--- config.mk ---
export PLATFORM = sky130hd
export DESIGN_NAME = serial_ctl
export DESIGN_NICKNAME = d
export VERILOG_FILES = /design/src/hw/serial_ctl_pkg.sv /design/src/hw/serial_ctl.sv
export SDC_FILE = /design/constraint.sdc
export NUM_CORES = 1
export LEC_CHECK = 0
export ABC_AREA = 0
export BUFFER_PORTS_ARGS = -buffer_cell sky130_fd_sc_hd__buf_4
export CELL_PAD_IN_SITES_DETAIL_PLACEMENT = 0
export CELL_PAD_IN_SITES_GLOBAL_PLACEMENT = 2
export CORE_ASPECT_RATIO = 1.75
export CORE_MARGIN = 2
export CORE_UTILIZATION = 35
export CTS_CLUSTER_DIAMETER = 40
export DETAILED_ROUTE_END_ITERATION = 8
export GPL_TIMING_DRIVEN = 0
export PLACE_DENSITY_LB_ADDON = 0.2
export SKIP_CTS_REPAIR_TIMING = 1
export SLEW_MARGIN = 20
export SYNTH_ARGS = -nofsm -noshare
export SYNTH_HDL_FRONTEND = slang
export SYNTH_SLANG_ARGS = --single-unit
--- constraint.sdc ---
create_clock -name sys_clk -period 10.71 [get_ports sys_clk]
set_input_delay 2.142 -clock sys_clk [delete_from_list [all_inputs] [get_ports sys_clk]]
set_output_delay 2.142 -clock sys_clk [all_outputs]
set_load 0.01 [all_outputs]
--- src/hw/serial_ctl_pkg.sv ---
// Constants, register layout and carrier types for the serial control register block
package serial_ctl_pkg;

  localparam int ADDR_W = 8;
  localparam int REG_W = 16;
  localparam int DIV_W = 9;

  // Register byte offsets
  localparam logic [7:0] CTRL_ONE_OFFSET = 8'h00;
  localparam logic [7:0] CTRL_STATUS_OFFSET = 8'h08;

  // Reset values
  localparam logic [15:0] CTRL_ONE_RESET = 16'h0000;

  // Status field positions
  localparam int STAT_BUSY_POS = 7;
  localparam int STAT_FAULT_POS = 5;
  localparam int STAT_SELECT_POS = 8;
  localparam int STAT_LSB_POS = 9;

  // Clock divider constants
  localparam logic [8:0] DIV_BASE = 9'h002;

  // Control register one, bit 15 down to bit 0
  typedef struct packed {
    logic single_wire_select;
    logic single_wire_output_enable;
    logic crc_enable;
    logic crc_send_next;
    logic frame_width_select;
    logic receive_only_select;
    logic select_software_manage;
    logic internal_select_level;
    logic low_bit_first;
    logic interface_enable;
    logic [2:0] baud_divisor_code;
    logic master_role;
    logic clock_idle_level;
    logic clock_sample_edge;
  } ctrl_one_t;

  // Software register port
  typedef struct packed {
    logic [ADDR_W-1:0] addr;
    logic [REG_W-1:0] wdata;
    logic wr;
    logic rd;
  } reg_req_t;

endpackage

--- src/hw/serial_ctl.sv ---
// Serial interface control register one with clock divider, select and mode fault logic
//
// Added by the designer: strobed register access and the register offsets.
`timescale 1ns/1ps
`default_nettype none
module serial_ctl #(
  parameter int DATA_W = 16
) (
  input wire logic sys_clk,
  input wire logic rst_b,
  input wire serial_ctl_pkg::reg_req_t req,
  output logic [15:0] rdata,
  input wire logic busy,
  input wire logic high_speed_receive_enable,
  input wire logic slave_select_pin,
  input wire logic crc_word_sent,
  output serial_ctl_pkg::ctrl_one_t cfg,
  output logic crc_reset,
  output logic low_bit_first_eff,
  output logic select_level_eff,
  output logic data_line_oe,
  output logic receive_path_enable,
  output logic sck_o,
  output logic sck_oe,
  output logic mode_fault_flag
);

  // Width check at elaboration
  if (DATA_W != 16) begin : g_width_check
    $error("serial_ctl supports DATA_W of 16 only");
  end

  typedef struct packed {
    serial_ctl_pkg::ctrl_one_t ctrl;
    logic fault;
    logic clear_armed;
    logic crc_clear_pulse;
    logic [serial_ctl_pkg::DIV_W-1:0] cnt;
    logic sck;
    logic [15:0] rdata;
  } state_t;

  state_t state_reg;
  state_t state_next;
  logic wr_ctrl;
  logic rd_stat;
  logic rd_ctrl;
  logic sck_run;
  logic fault_now;
  logic [serial_ctl_pkg::DIV_W-1:0] div;
  logic [serial_ctl_pkg::DIV_W-1:0] half;
  serial_ctl_pkg::ctrl_one_t wr_val;

  // Address decode
  assign wr_ctrl = req.wr && (req.addr == serial_ctl_pkg::CTRL_ONE_OFFSET);
  assign rd_ctrl = req.rd && (req.addr == serial_ctl_pkg::CTRL_ONE_OFFSET);
  assign rd_stat = req.rd && (req.addr == serial_ctl_pkg::CTRL_STATUS_OFFSET);
  assign wr_val = serial_ctl_pkg::ctrl_one_t'(req.wdata);

  // Divisor from baud code
  always_comb begin
    if (high_speed_receive_enable) begin
      div = serial_ctl_pkg::DIV_BASE + {6'h00, state_reg.ctrl.baud_divisor_code};
    end else begin
      div = serial_ctl_pkg::DIV_BASE << state_reg.ctrl.baud_divisor_code;
    end
    half = div >> 1;
  end

  // Select level and effective options
  always_comb begin
    if (state_reg.ctrl.select_software_manage) begin
      select_level_eff = state_reg.ctrl.internal_select_level;
    end else begin
      select_level_eff = slave_select_pin;
    end
    low_bit_first_eff = state_reg.ctrl.low_bit_first && state_reg.ctrl.master_role;
    fault_now = state_reg.ctrl.master_role && state_reg.ctrl.interface_enable && !select_level_eff;
    sck_run = state_reg.ctrl.master_role && state_reg.ctrl.interface_enable && busy;
  end

  // Next state
  always_comb begin
    state_next = state_reg;
    state_next.crc_clear_pulse = 1'b0;
    state_next.rdata = 16'h0000;
    // Control register write with protected fields
    if (wr_ctrl) begin
      state_next.ctrl.single_wire_select = wr_val.single_wire_select;
      state_next.ctrl.single_wire_output_enable = wr_val.single_wire_output_enable;
      state_next.ctrl.receive_only_select = wr_val.receive_only_select;
      state_next.ctrl.select_software_manage = wr_val.select_software_manage;
      state_next.ctrl.internal_select_level = wr_val.internal_select_level;
      state_next.ctrl.interface_enable = wr_val.interface_enable;
      state_next.ctrl.baud_divisor_code = wr_val.baud_divisor_code;
      state_next.ctrl.crc_send_next = wr_val.crc_send_next;
      if (!state_reg.ctrl.interface_enable) begin
        state_next.ctrl.crc_enable = wr_val.crc_enable;
        state_next.ctrl.frame_width_select = wr_val.frame_width_select;
        state_next.crc_clear_pulse = wr_val.crc_enable && !state_reg.ctrl.crc_enable;
      end
      if (!busy) begin
        state_next.ctrl.low_bit_first = wr_val.low_bit_first;
        state_next.ctrl.master_role = wr_val.master_role;
        state_next.ctrl.clock_idle_level = wr_val.clock_idle_level;
        state_next.ctrl.clock_sample_edge = wr_val.clock_sample_edge;
      end
    end else if (crc_word_sent) begin
      state_next.ctrl.crc_send_next = 1'b0;
    end
    // Fault clear sequence: status read, then control write
    if (rd_stat) begin
      state_next.clear_armed = 1'b1;
    end else if (wr_ctrl) begin
      state_next.clear_armed = 1'b0;
    end
    if (wr_ctrl && state_reg.clear_armed) begin
      state_next.fault = 1'b0;
    end
    // Fault sets over clear and drops master and enable
    if (fault_now) begin
      state_next.fault = 1'b1;
      state_next.ctrl.interface_enable = 1'b0;
      state_next.ctrl.master_role = 1'b0;
    end
    // Serial clock divider
    if (sck_run) begin
      state_next.cnt = (state_reg.cnt >= div - 9'h001) ? 9'h000 : state_reg.cnt + 9'h001;
      state_next.sck = state_reg.ctrl.clock_idle_level ^ (state_next.cnt >= half);
    end else begin
      state_next.cnt = 9'h000;
      state_next.sck = state_next.ctrl.clock_idle_level;
    end
    // Read data one cycle after strobe
    if (rd_ctrl) begin
      state_next.rdata = state_reg.ctrl;
    end else if (rd_stat) begin
      state_next.rdata[serial_ctl_pkg::STAT_BUSY_POS] = busy;
      state_next.rdata[serial_ctl_pkg::STAT_FAULT_POS] = state_reg.fault;
      state_next.rdata[serial_ctl_pkg::STAT_SELECT_POS] = select_level_eff;
      state_next.rdata[serial_ctl_pkg::STAT_LSB_POS] = low_bit_first_eff;
    end
  end

  // State register
  always_ff @(posedge sys_clk or negedge rst_b) begin
    if (!rst_b) begin
      state_reg <= '0;
    end else begin
      state_reg <= state_next;
    end
  end

  // Outputs
  assign cfg = state_reg.ctrl;
  assign rdata = state_reg.rdata;
  assign crc_reset = state_reg.crc_clear_pulse;
  assign mode_fault_flag = state_reg.fault;
  assign sck_o = state_reg.sck;
  assign sck_oe = state_reg.ctrl.master_role && state_reg.ctrl.interface_enable;

  // Data line direction
  always_comb begin
    if (!state_reg.ctrl.interface_enable) begin
      data_line_oe = 1'b0;
      receive_path_enable = 1'b0;
    end else if (state_reg.ctrl.single_wire_select) begin
      data_line_oe = state_reg.ctrl.single_wire_output_enable;
      receive_path_enable = !state_reg.ctrl.single_wire_output_enable;
    end else begin
      data_line_oe = !state_reg.ctrl.receive_only_select;
      receive_path_enable = 1'b1;
    end
  end

  // Checks
  AST_CRC_EN_LOCKED: assert property (@(posedge sys_clk) disable iff (!rst_b)
    state_reg.ctrl.interface_enable |=> $stable(state_reg.ctrl.crc_enable))
    else $error("crc enable changed while enabled");
  AST_WIDTH_LOCKED: assert property (@(posedge sys_clk) disable iff (!rst_b)
    state_reg.ctrl.interface_enable |=> $stable(state_reg.ctrl.frame_width_select))
    else $error("frame width changed while enabled");
  AST_ROLE_FROZEN: assert property (@(posedge sys_clk) disable iff (!rst_b)
    busy && !fault_now |=> $stable(state_reg.ctrl.master_role))
    else $error("role changed during transfer");
  AST_ORDER_FROZEN: assert property (@(posedge sys_clk) disable iff (!rst_b)
    busy |=> $stable(state_reg.ctrl.low_bit_first))
    else $error("bit order changed during transfer");
  AST_SLAVE_MSB: assert property (@(posedge sys_clk) disable iff (!rst_b)
    !state_reg.ctrl.master_role |-> !low_bit_first_eff)
    else $error("slave uses low bit first");
  AST_IDLE_LEVEL: assert property (@(posedge sys_clk) disable iff (!rst_b)
    !busy ##1 !busy |-> sck_o == state_reg.ctrl.clock_idle_level)
    else $error("serial clock not at idle level");
  AST_FAULT_SET: assert property (@(posedge sys_clk) disable iff (!rst_b)
    fault_now |=> mode_fault_flag && !state_reg.ctrl.interface_enable)
    else $error("mode fault not flagged");
  AST_SINGLE_DIR: assert property (@(posedge sys_clk) disable iff (!rst_b)
    state_reg.ctrl.interface_enable && state_reg.ctrl.single_wire_select
    |-> data_line_oe != receive_path_enable)
    else $error("single-wire direction wrong");
  AST_FAST_DIV: assert property (@(posedge sys_clk) disable iff (!rst_b)
    high_speed_receive_enable && state_reg.ctrl.baud_divisor_code == 3'h0 && sck_run
    && state_reg.cnt == 9'h001 |=> state_reg.cnt == 9'h000)
    else $error("fast divisor not two");
  AST_READ_ONE: assert property (@(posedge sys_clk) disable iff (!rst_b)
    !req.rd |=> rdata == 16'h0000)
    else $error("read data outside its cycle");

  // Further guards on writes, pulses, directions and the divider
  AST_CRC_PULSE_ONE: assert property (@(posedge sys_clk) disable iff (!rst_b)
    crc_reset |=> !crc_reset)
    else $error("crc reset pulse too long");

  AST_CRC_PULSE_CAUSE: assert property (@(posedge sys_clk) disable iff (!rst_b)
    crc_reset |-> state_reg.ctrl.crc_enable && !$past(state_reg.ctrl.crc_enable))
    else $error("crc reset without enable rising");

  AST_CRC_NEXT_CLEAR: assert property (@(posedge sys_clk) disable iff (!rst_b)
    crc_word_sent && !wr_ctrl |=> !state_reg.ctrl.crc_send_next)
    else $error("crc next not cleared after word");

  AST_MODE_WRITE: assert property (@(posedge sys_clk) disable iff (!rst_b)
    wr_ctrl |=> state_reg.ctrl.single_wire_select == $past(wr_val.single_wire_select))
    else $error("wire mode write lost");

  AST_ENABLE_WRITE: assert property (@(posedge sys_clk) disable iff (!rst_b)
    wr_ctrl && !fault_now |=> state_reg.ctrl.interface_enable == $past(wr_val.interface_enable))
    else $error("enable write lost");

  AST_DISABLED_QUIET: assert property (@(posedge sys_clk) disable iff (!rst_b)
    !state_reg.ctrl.interface_enable |-> !data_line_oe && !receive_path_enable && !sck_oe)
    else $error("pins driven while disabled");

  AST_TWO_LINE_DIR: assert property (@(posedge sys_clk) disable iff (!rst_b)
    state_reg.ctrl.interface_enable && !state_reg.ctrl.single_wire_select
    |-> receive_path_enable && (data_line_oe == !state_reg.ctrl.receive_only_select))
    else $error("two-line direction wrong");

  AST_SOFT_SELECT: assert property (@(posedge sys_clk) disable iff (!rst_b)
    state_reg.ctrl.select_software_manage |-> select_level_eff == state_reg.ctrl.internal_select_level)
    else $error("software select level wrong");

  AST_PIN_SELECT: assert property (@(posedge sys_clk) disable iff (!rst_b)
    !state_reg.ctrl.select_software_manage |-> select_level_eff == slave_select_pin)
    else $error("pin select level wrong");

  AST_POLARITY_FROZEN: assert property (@(posedge sys_clk) disable iff (!rst_b)
    busy |=> $stable(state_reg.ctrl.clock_idle_level))
    else $error("polarity changed during transfer");

  AST_PHASE_FROZEN: assert property (@(posedge sys_clk) disable iff (!rst_b)
    busy |=> $stable(state_reg.ctrl.clock_sample_edge))
    else $error("phase changed during transfer");

  AST_SLOW_DIV: assert property (@(posedge sys_clk) disable iff (!rst_b)
    !high_speed_receive_enable && state_reg.ctrl.baud_divisor_code == 3'h0 && sck_run
    && state_reg.cnt == 9'h001 |=> state_reg.cnt == 9'h000)
    else $error("slow divisor not two");

  AST_FAULT_STICKY: assert property (@(posedge sys_clk) disable iff (!rst_b)
    mode_fault_flag && !(wr_ctrl && state_reg.clear_armed) |=> mode_fault_flag)
    else $error("mode fault dropped without clear");

  AST_SCK_STOP: assert property (@(posedge sys_clk) disable iff (!rst_b)
    !sck_run |=> state_reg.cnt == 9'h000)
    else $error("divider ran outside a transfer");

  AST_READ_CTRL: assert property (@(posedge sys_clk) disable iff (!rst_b)
    rd_ctrl |=> rdata == $past(state_reg.ctrl))
    else $error("control read data wrong");

  AST_STATUS_BUSY: assert property (@(posedge sys_clk) disable iff (!rst_b)
    rd_stat |=> rdata[serial_ctl_pkg::STAT_BUSY_POS] == $past(busy))
    else $error("status busy bit wrong");

  // Main scenarios
  COV_FAULT: cover property (@(posedge sys_clk) disable iff (!rst_b) fault_now);
  COV_SINGLE_OUT: cover property (@(posedge sys_clk) disable iff (!rst_b)
    state_reg.ctrl.single_wire_select && data_line_oe);
  COV_FAST: cover property (@(posedge sys_clk) disable iff (!rst_b) high_speed_receive_enable && sck_run);
  COV_RUN: cover property (@(posedge sys_clk) disable iff (!rst_b) sck_run ##1 $changed(sck_o));
  COV_CRC_NEXT: cover property (@(posedge sys_clk) disable iff (!rst_b)
    state_reg.ctrl.crc_send_next ##1 crc_word_sent);

endmodule // serial_ctl
`default_nettype wire

# After elaboration in Yosys (flattened, before gate mapping)
# Cells that the tools add are included.
# Widths: inputs -> output; s select.
# totals
in_bits,32
reg_bits,45
out_inout_bits,40
# classes
magnitude_cmp,2
bitwise,3
add_sub_neg,3
reduce_logical,21
mux,27
n_eq_ne,2
n_shift,1
# ops
op,count
$mux 1,18
$mux 9,2
$mux 10,1
$add 9x1->9 const B,1
$ge 9x8->1,1
$ge 9x9->1,1
$logic_and 1x1->1,9
$mux 3,3
$shl 2x3->9 const A,1
$sub 9x1->9 const B,1
$eq 8x4->1 const B,1
$logic_not 8->1,1
$reduce_bool 2->1,4
$mux 7,1
$mux 6,1
$reduce_and 2->1,3
$mux 5,1
$add 2x3->4 const A,1
$logic_not 1->1,4
$ne 2x1->1 const B,1
$not 1->1,2
$xor 1x1->1,1

# Longest topological paths before layout
# Gate-level depths: netlist (run 1).
# logic_depth
ltp_word,8
depth_mapped,23
depth_no_buf,21

# Worst setup path before layout (run 1)
# Ideal clock, no wire load.
# synth_path
path_kind,in2reg
from,input port high_speed_receive_enable
to,register state_reg (netlist bit sck_o)
path_buffers,2
arrival_time_ns,5.741
path_stages,22
setup_slack_ns,4.842
path_cell_list,buf_4 o21bai_1 ha_1 o211a_1 nor3b_1 a21o_1 a21oi_1 ha_1 a21oi_1 nor2_1 a211oi_1 o21ai_2 clkbuf_1 nor2_1 ha_1 a21o_1 a21oi_1 o21ai_0 nor2_1 o211ai_2 o2111ai_1 mux2_1
# synth_rtl
item,line,text
from (decl),serial_ctl.sv:14,"input wire logic high_speed_receive_enable,"
to (signal assigned),serial_ctl.sv:150,state_reg <= state_next;
to (decl),serial_ctl.sv:43,state_t state_reg;

==> flow_summary.toml, run 1 <==
[cells_and_area]
fin_nets = 401
n_antenna_cell = 0
drive_above_1_share_pct = 38.1
area_growth_pct = 28.4
final_cells = 437
layout_commonest_cell = "buf_4"
most-common-layout-cells = "buf_4, dfrtp_1, nor2_1"

[route]
vias_per_cell = 4.79
wire_per_inst_um = 14.9
antenna_left = 0
vias = 2093
first_pass_iters = 4
wl_um = 6520
first_iter_violations = 92
drc = 0

[timing]
relSlewSlack_pct = 60.3
tightest_slew_ns = 0.595
setup_viol = 0
rsz0062_at_grt = "no"
drv_slew = 0
skew_ns = 0.00240
hold_viol = 0
min_period_ns = 6.31
setup_tns_ns = 0
period_share_pct = 58.9
fmax_ghz = 0.158

[min_path]
hold_depth = 1
whs_endpoint = "crc_reset"
min-delay-start = "cfg[13]"
hold_class = "reg -> reg"

[synth]
synth_warnings = 0
ys_types = 45
synth_ff_type = "dfrtp_1"
ys_seq_area_share_pct = 41.2
synth_top_area_share_pct = 41.2
ys_ff_latch = 45
yosysTopAreaCell = "dfrtp_1"
avgSynthCellArea_um2 = 10.1
syn_nets = 324
yosys-top-cells-area = "dfrtp_1, ha_1, buf_4"
synth.cell_area_um2 = 2740
syn_inst = 272
synth_edf_count = 0
async_flop_share_pct = 100

[die]
die_y_um = 121
die_x_um = 70.8
initial_core_util_pct = 36.2
core_um2 = 7570
io_pins = 72
die-area_um2 = 8570
placement_rows = 42

[outcome]
status = "finished, final reports clean"

[global_route]
grt_usage_pct = 16.2
grt_pass1_wl_um = 10700
grt_max_degree = 46
gr-total-overflow = 0
antenna_found_initial = 0
grt_pass1_vias = 2226

[setup_path]
ff2ff_setup_slack_ns = 5.72
startpoint_type = "primary input"
worstPathArrival_ns = 6.48
cp_max_fo = 10
r2r_start = "cfg[3]"
worst-r2r-cell-count = 23
r2r-end = "sck_o"
critPathCaptureType = "register"
crit_start = "high_speed_receive_enable"
worstSetupPathType = "in -> reg"
worstPathRequired_ns = 10.88

[clock_network]
h-tree-depth = 2
cts_tree = "built"
clk_pin_slew_ns = 0.06
clockRootBuffer = "clkbuf_16"
numCtsBuffers = 5
clk_path_buf_depth = 2
clock_latency_ns = 0.29
clkSinkCount = 45

[pwr]
ir_drop_mv = 0.128
p_leak_nw = 1.86
powerDensity_nw_per_um2 = 108

[placed_design]
port_buffers = 70
hpwl_um = 5140
gp_congestion = 0.770
dp_cells = 430

[run]
maxCapViolCount = 0
==> power breakdown <==
| part | internal (W) | switching, W |
|---|---|---|
| clock network | 0.0000916 | 0.0000618 |
| logic | 0.0000264 | 0.0000246 |
| registers | 0.000173 | 0.00000321 |
| total | 0.000291 | 0.0000896 |
==> per-stage QoR <==
stage	area [um2]	total power, W	util (%)	hold slack, ns	worst slack (ns)
6_report	3510	0.000381	46.4	0.480	4.40
3_5_place_dp	3370	0.000232	44.6	0.473	4.04
2_1_floorplan	2740	0.000207	-	0.443	4.84
4_1_cts	3510	0.000388	46.4	0.483	4.30
5_1_grt	3510	0.000399	46.4	0.503	3.97
3_3_place_gp	3370	0.000231	44.6	0.459	4.06
==> final cells by class <==
class	instances	area, um2
clock buffer	7	143
fill	766	4050
tap	88	110
buffer	40	283
multi-input combinational	180	1300
inverter	7	26.3
timing repair buffer	70	526
sequential	45	1130
==> cells in the mapped netlist (3+ instances only) <==
library cell and number:
buf_4 33, ha_1 20, a21o_1 4, nand3_1 6
nor2_1 30, dfrtp_1 45, clkbuf_1 5, nor3_1 11
mux2i_1 6, nand2b_1 3, o21ai_0 7, nor2b_1 3
xnor2_1 4, and2_1 16, mux2_2 13, a21oi_1 8
xor2_1 7, nand2_1 14, inv_1 7
==> worst max-delay path by stage <==
stage          endpoint  cells past startpoint
2_1_floorplan     sck_o                     22
6_report          sck_o                     23
4_1_cts           sck_o                     23
3_5_place_dp      sck_o                     23
3_3_place_gp      sck_o                     23
5_1_grt           sck_o                     23
==> kinds of logic after synthesis <==
family / share of synthesized area [%]
multiplexers: 7.96
AND/OR/NAND/NOR: 18.7
adder cells (fa/ha/maj): 9.14
flip-flops: 41.2
AO/OA/AOI/OAI: 8.23
buffers and inverters: 11.3
XOR/XNOR: 3.52
==> worst max-delay path: stages <==
cell       delay (ns)
buf_4            0.13
buf_4            0.17
o21bai_1         0.24
ha_1             0.23
o211a_1          0.26
nor3b_1          0.07
a21o_1           0.15
a21oi_1          0.19
ha_1             0.28
a21oi_1          0.15
nor2_1           0.06
a211oi_1         0.26
o21ai_2          0.19
clkbuf_1         0.26
nor2_1           0.22
ha_1             0.28
a21o_1           0.18
a21oi_1          0.12
o21ai_0          0.12
nor2_1           0.13
o211ai_2         0.09
o2111ai_1        0.22
mux2_1           0.35
==> metal layers <==
metal	track usage [%]	routed length, um	up-vias
met4	6.84	136	0
li1	-	-	1050
met3	3.07	239	11
met2	31.0	3760	38
met5	0	0	-
met1	16.7	2390	994
Note: power is estimated with default switching activity, not from simulation.
==> run 2: changes to the inputs <==
ABC_AREA = 1   (was 0)
CORE_UTILIZATION = 27   (was 35)
clock period = 5.3 ns   (was 10.71 ns; I/O delays follow)
==> run 2 against run 1 <==
Against the previous run: largest power group unchanged; area after synthesis down 0.46%; synthesized cell count up 24%; total power rose to 2.6 times the previous value; count of clock-buffer cells in the layout down 2; final cell count up 24%; clock power up 140%; critical path depth up 5; clock skew up 0.0043 ns; non-clock buffer count down 2.
==> flow_summary.toml, run 2 <==
[cells_and_area]
most-common-layout-cells = "buf_4, nand2_1, inv_1"
fin_nets = 467
final-seq-area_um2 = 1130
area_growth_pct = 31.8
multiInputGateArea_um2 = 1140
num-fill-cells = 1096
layout_commonest_cell = "buf_4"
drive_above_1_share_pct = 30.8
n_antenna_cell = 0
postLayoutCellArea_um2 = 3590

[route]
vias_per_cell = 4.25
wl_um = 7190
vias = 2298
first_pass_iters = 4
first_iter_violations = 57
drc = 0
wire_per_inst_um = 13.3
antenna_left = 0

[synth]
synth_top_family_by_area = "simple AND/OR/NAND/NOR gates"
ys_seq_area_share_pct = 41.3
ys_types = 32
synth.cell_area_um2 = 2720
yosys-top-cells-area = "dfrtp_1, ha_1, buf_4"
ys_ff_latch = 45
synth.area.mux_share_pct = 0.551
synth_warnings = 0
synthTopCellsByCount = "nand2_1, inv_1, dfrtp_1"
synth-compound-area-share_pct = 8.18
synth_ff_type = "dfrtp_1"
syn_inst = 337
syn_nets = 389
avgSynthCellArea_um2 = 8.08
synth_top_area_share_pct = 41.3
synth_xor_area_share_pct = 2.25
synth_most_common_cell = "nand2_1"
synth_edf_count = 0
yosysTopAreaCell = "dfrtp_1"
async_flop_share_pct = 100
yosys.area_share.simple_pct = 21.5
synthAdderAreaFrac_pct = 9.19

[setup_path]
startpoint_type = "primary input"
worstPathRequired_ns = 5.48
critPathCaptureType = "register"
worst-r2r-cell-count = 28
max_stage_delay_ns = 0.30
r2r_start = "cfg[5]"
cp_max_fo = 10
ff2ff_setup_slack_ns = 0.85
crit_slowest_cell = "mux2_4"
worstPathArrival_ns = 4.93
r2r-end = "sck_o"
path_common_cell = "nand2_1"
worstSetupPathType = "in -> reg"

[timing]
drv_slew = 0
rsz0062_at_grt = "no"
min_period_ns = 4.75
relSlewSlack_pct = 57.8
setup_viol = 0
setup_tns_ns = 0
hold_ws_ns = 0.465
skew_ns = 0.00670
tightest_slew_ns = 0.634
period_share_pct = 89.7
hold_viol = 0
fmax_ghz = 0.210
finalWorstSetupSlack_ns = 0.548

[global_route]
gr-total-overflow = 0
grt_pass1_wl_um = 11300
grt_usage_pct = 13.8
grt_pass1_vias = 2306
grt_max_degree = 46
antenna_found_initial = 0

[pwr]
p_leak_nw = 1.97
powerDensity_nw_per_um2 = 277
combPwrFrac_pct = 23.7
seqPwrFrac_pct = 39.3
power.total_w = 0.000995
p_sw_w = 0.000293
power.internal_w = 0.000702
switching_share_pct = 29.5
clkPwrFrac_pct = 37.0
ir_drop_mv = 0.197

[placed_design]
post-place-ws_ns = 0.0202
port_buffers = 71
place_area_um2 = 3410
hpwl_um = 5820
gp_congestion = 0.725

[clock_network]
clockRootBuffer = "clkbuf_16"
h-tree-depth = 2
clk_pin_slew_ns = 0.07
cts_tree = "built"
clkSinkCount = 45
numCtsBuffers = 5
clk_path_buf_depth = 2
clock_latency_ns = 0.29

[die]
die_y_um = 137
initial_core_util_pct = 27.7
placement_rows = 48
core_um2 = 9850
die-area_um2 = 10900
io_pins = 72
die_x_um = 79.9

[min_path]
min-delay-start = "cfg[13]"
hold_class = "reg -> reg"
hold_depth = 1
whs_endpoint = "crc_reset"

[run]
maxCapViolCount = 0

[outcome]
status = "finished, final reports clean"
[run 2: cell types whose count changed after synthesis, sizes merged, moves of 8 or more]
cell,previous run,this run
nor2,30,45
mux2,14,1
nand2,14,61
inv,7,50
o21ai,9,17
and2,16,1
[run 2: worst max path at each step]
stage | from | endpoint
after floorplan | high_speed_receive_enable | sck_o
after global placement | high_speed_receive_enable | sck_o
after detailed placement | high_speed_receive_enable | sck_o
after CTS | high_speed_receive_enable | sck_o
after global routing | high_speed_receive_enable | sck_o
final | high_speed_receive_enable | sck_o
[run 2: metal layers]
| metal | part of all wire, % | GRT usage, % |
|---|---|---|
| met1 | 36 | 13.7 |
| met2 | 59 | 27.0 |
| met3 | 3.9 | 2.90 |
| met4 | 1.7 | 5.37 |
| met5 | 0 | 0 |
[run 2: metrics by stage]
step / utilization [%] / std cells
global placement: 34.7 / 533
global route: 36.4 / 541
CTS: 36.4 / 541
detailed placement: 34.7 / 533
floorplan: - / 337
finish: 36.4 / 541
[run 2: cell families after synthesis]
logic type	after synthesis
AOI/OAI and AO/OA	40
xor gates and xnor gates	7
adders and majority gates	20
buffers and inverters	88
DFF	45
muxes	1
and+or+nand+nor	136
[run 2: power by group through the flow]
stage	clock [W]	combinational, W	sequential (W)
floorplan	0	0.000136	0.000391
finish	0.000368	0.000236	0.000391
global route	0.000391	0.000269	0.000393
CTS	0.000383	0.000244	0.000391
detailed placement	0	0.000243	0.000397
global placement	0	0.000241	0.000397
[run 2: final cells by class]
cell class                      count  share of cell area [%]
Timing Repair Buffer               71                    14.8
Tap cell                          125                    4.36
Clock inverter                      3                    1.29
Clock buffer                        5                    3.49
Buffer                             37                    7.56
Sequential cell                    45                    31.4
Inverter                           51                    5.33
Multi-Input combinational cell    204                    31.8
[run 2: critical path, delay by kind of cell]
kind / cells / cell delay [ns]
and+or+nand+nor: 16 / 1.54
adders and majority gates: 3 / 0.75
AOI/OAI and AO/OA: 4 / 0.68
buffers and inverters: 4 / 0.58
muxes: 1 / 0.30
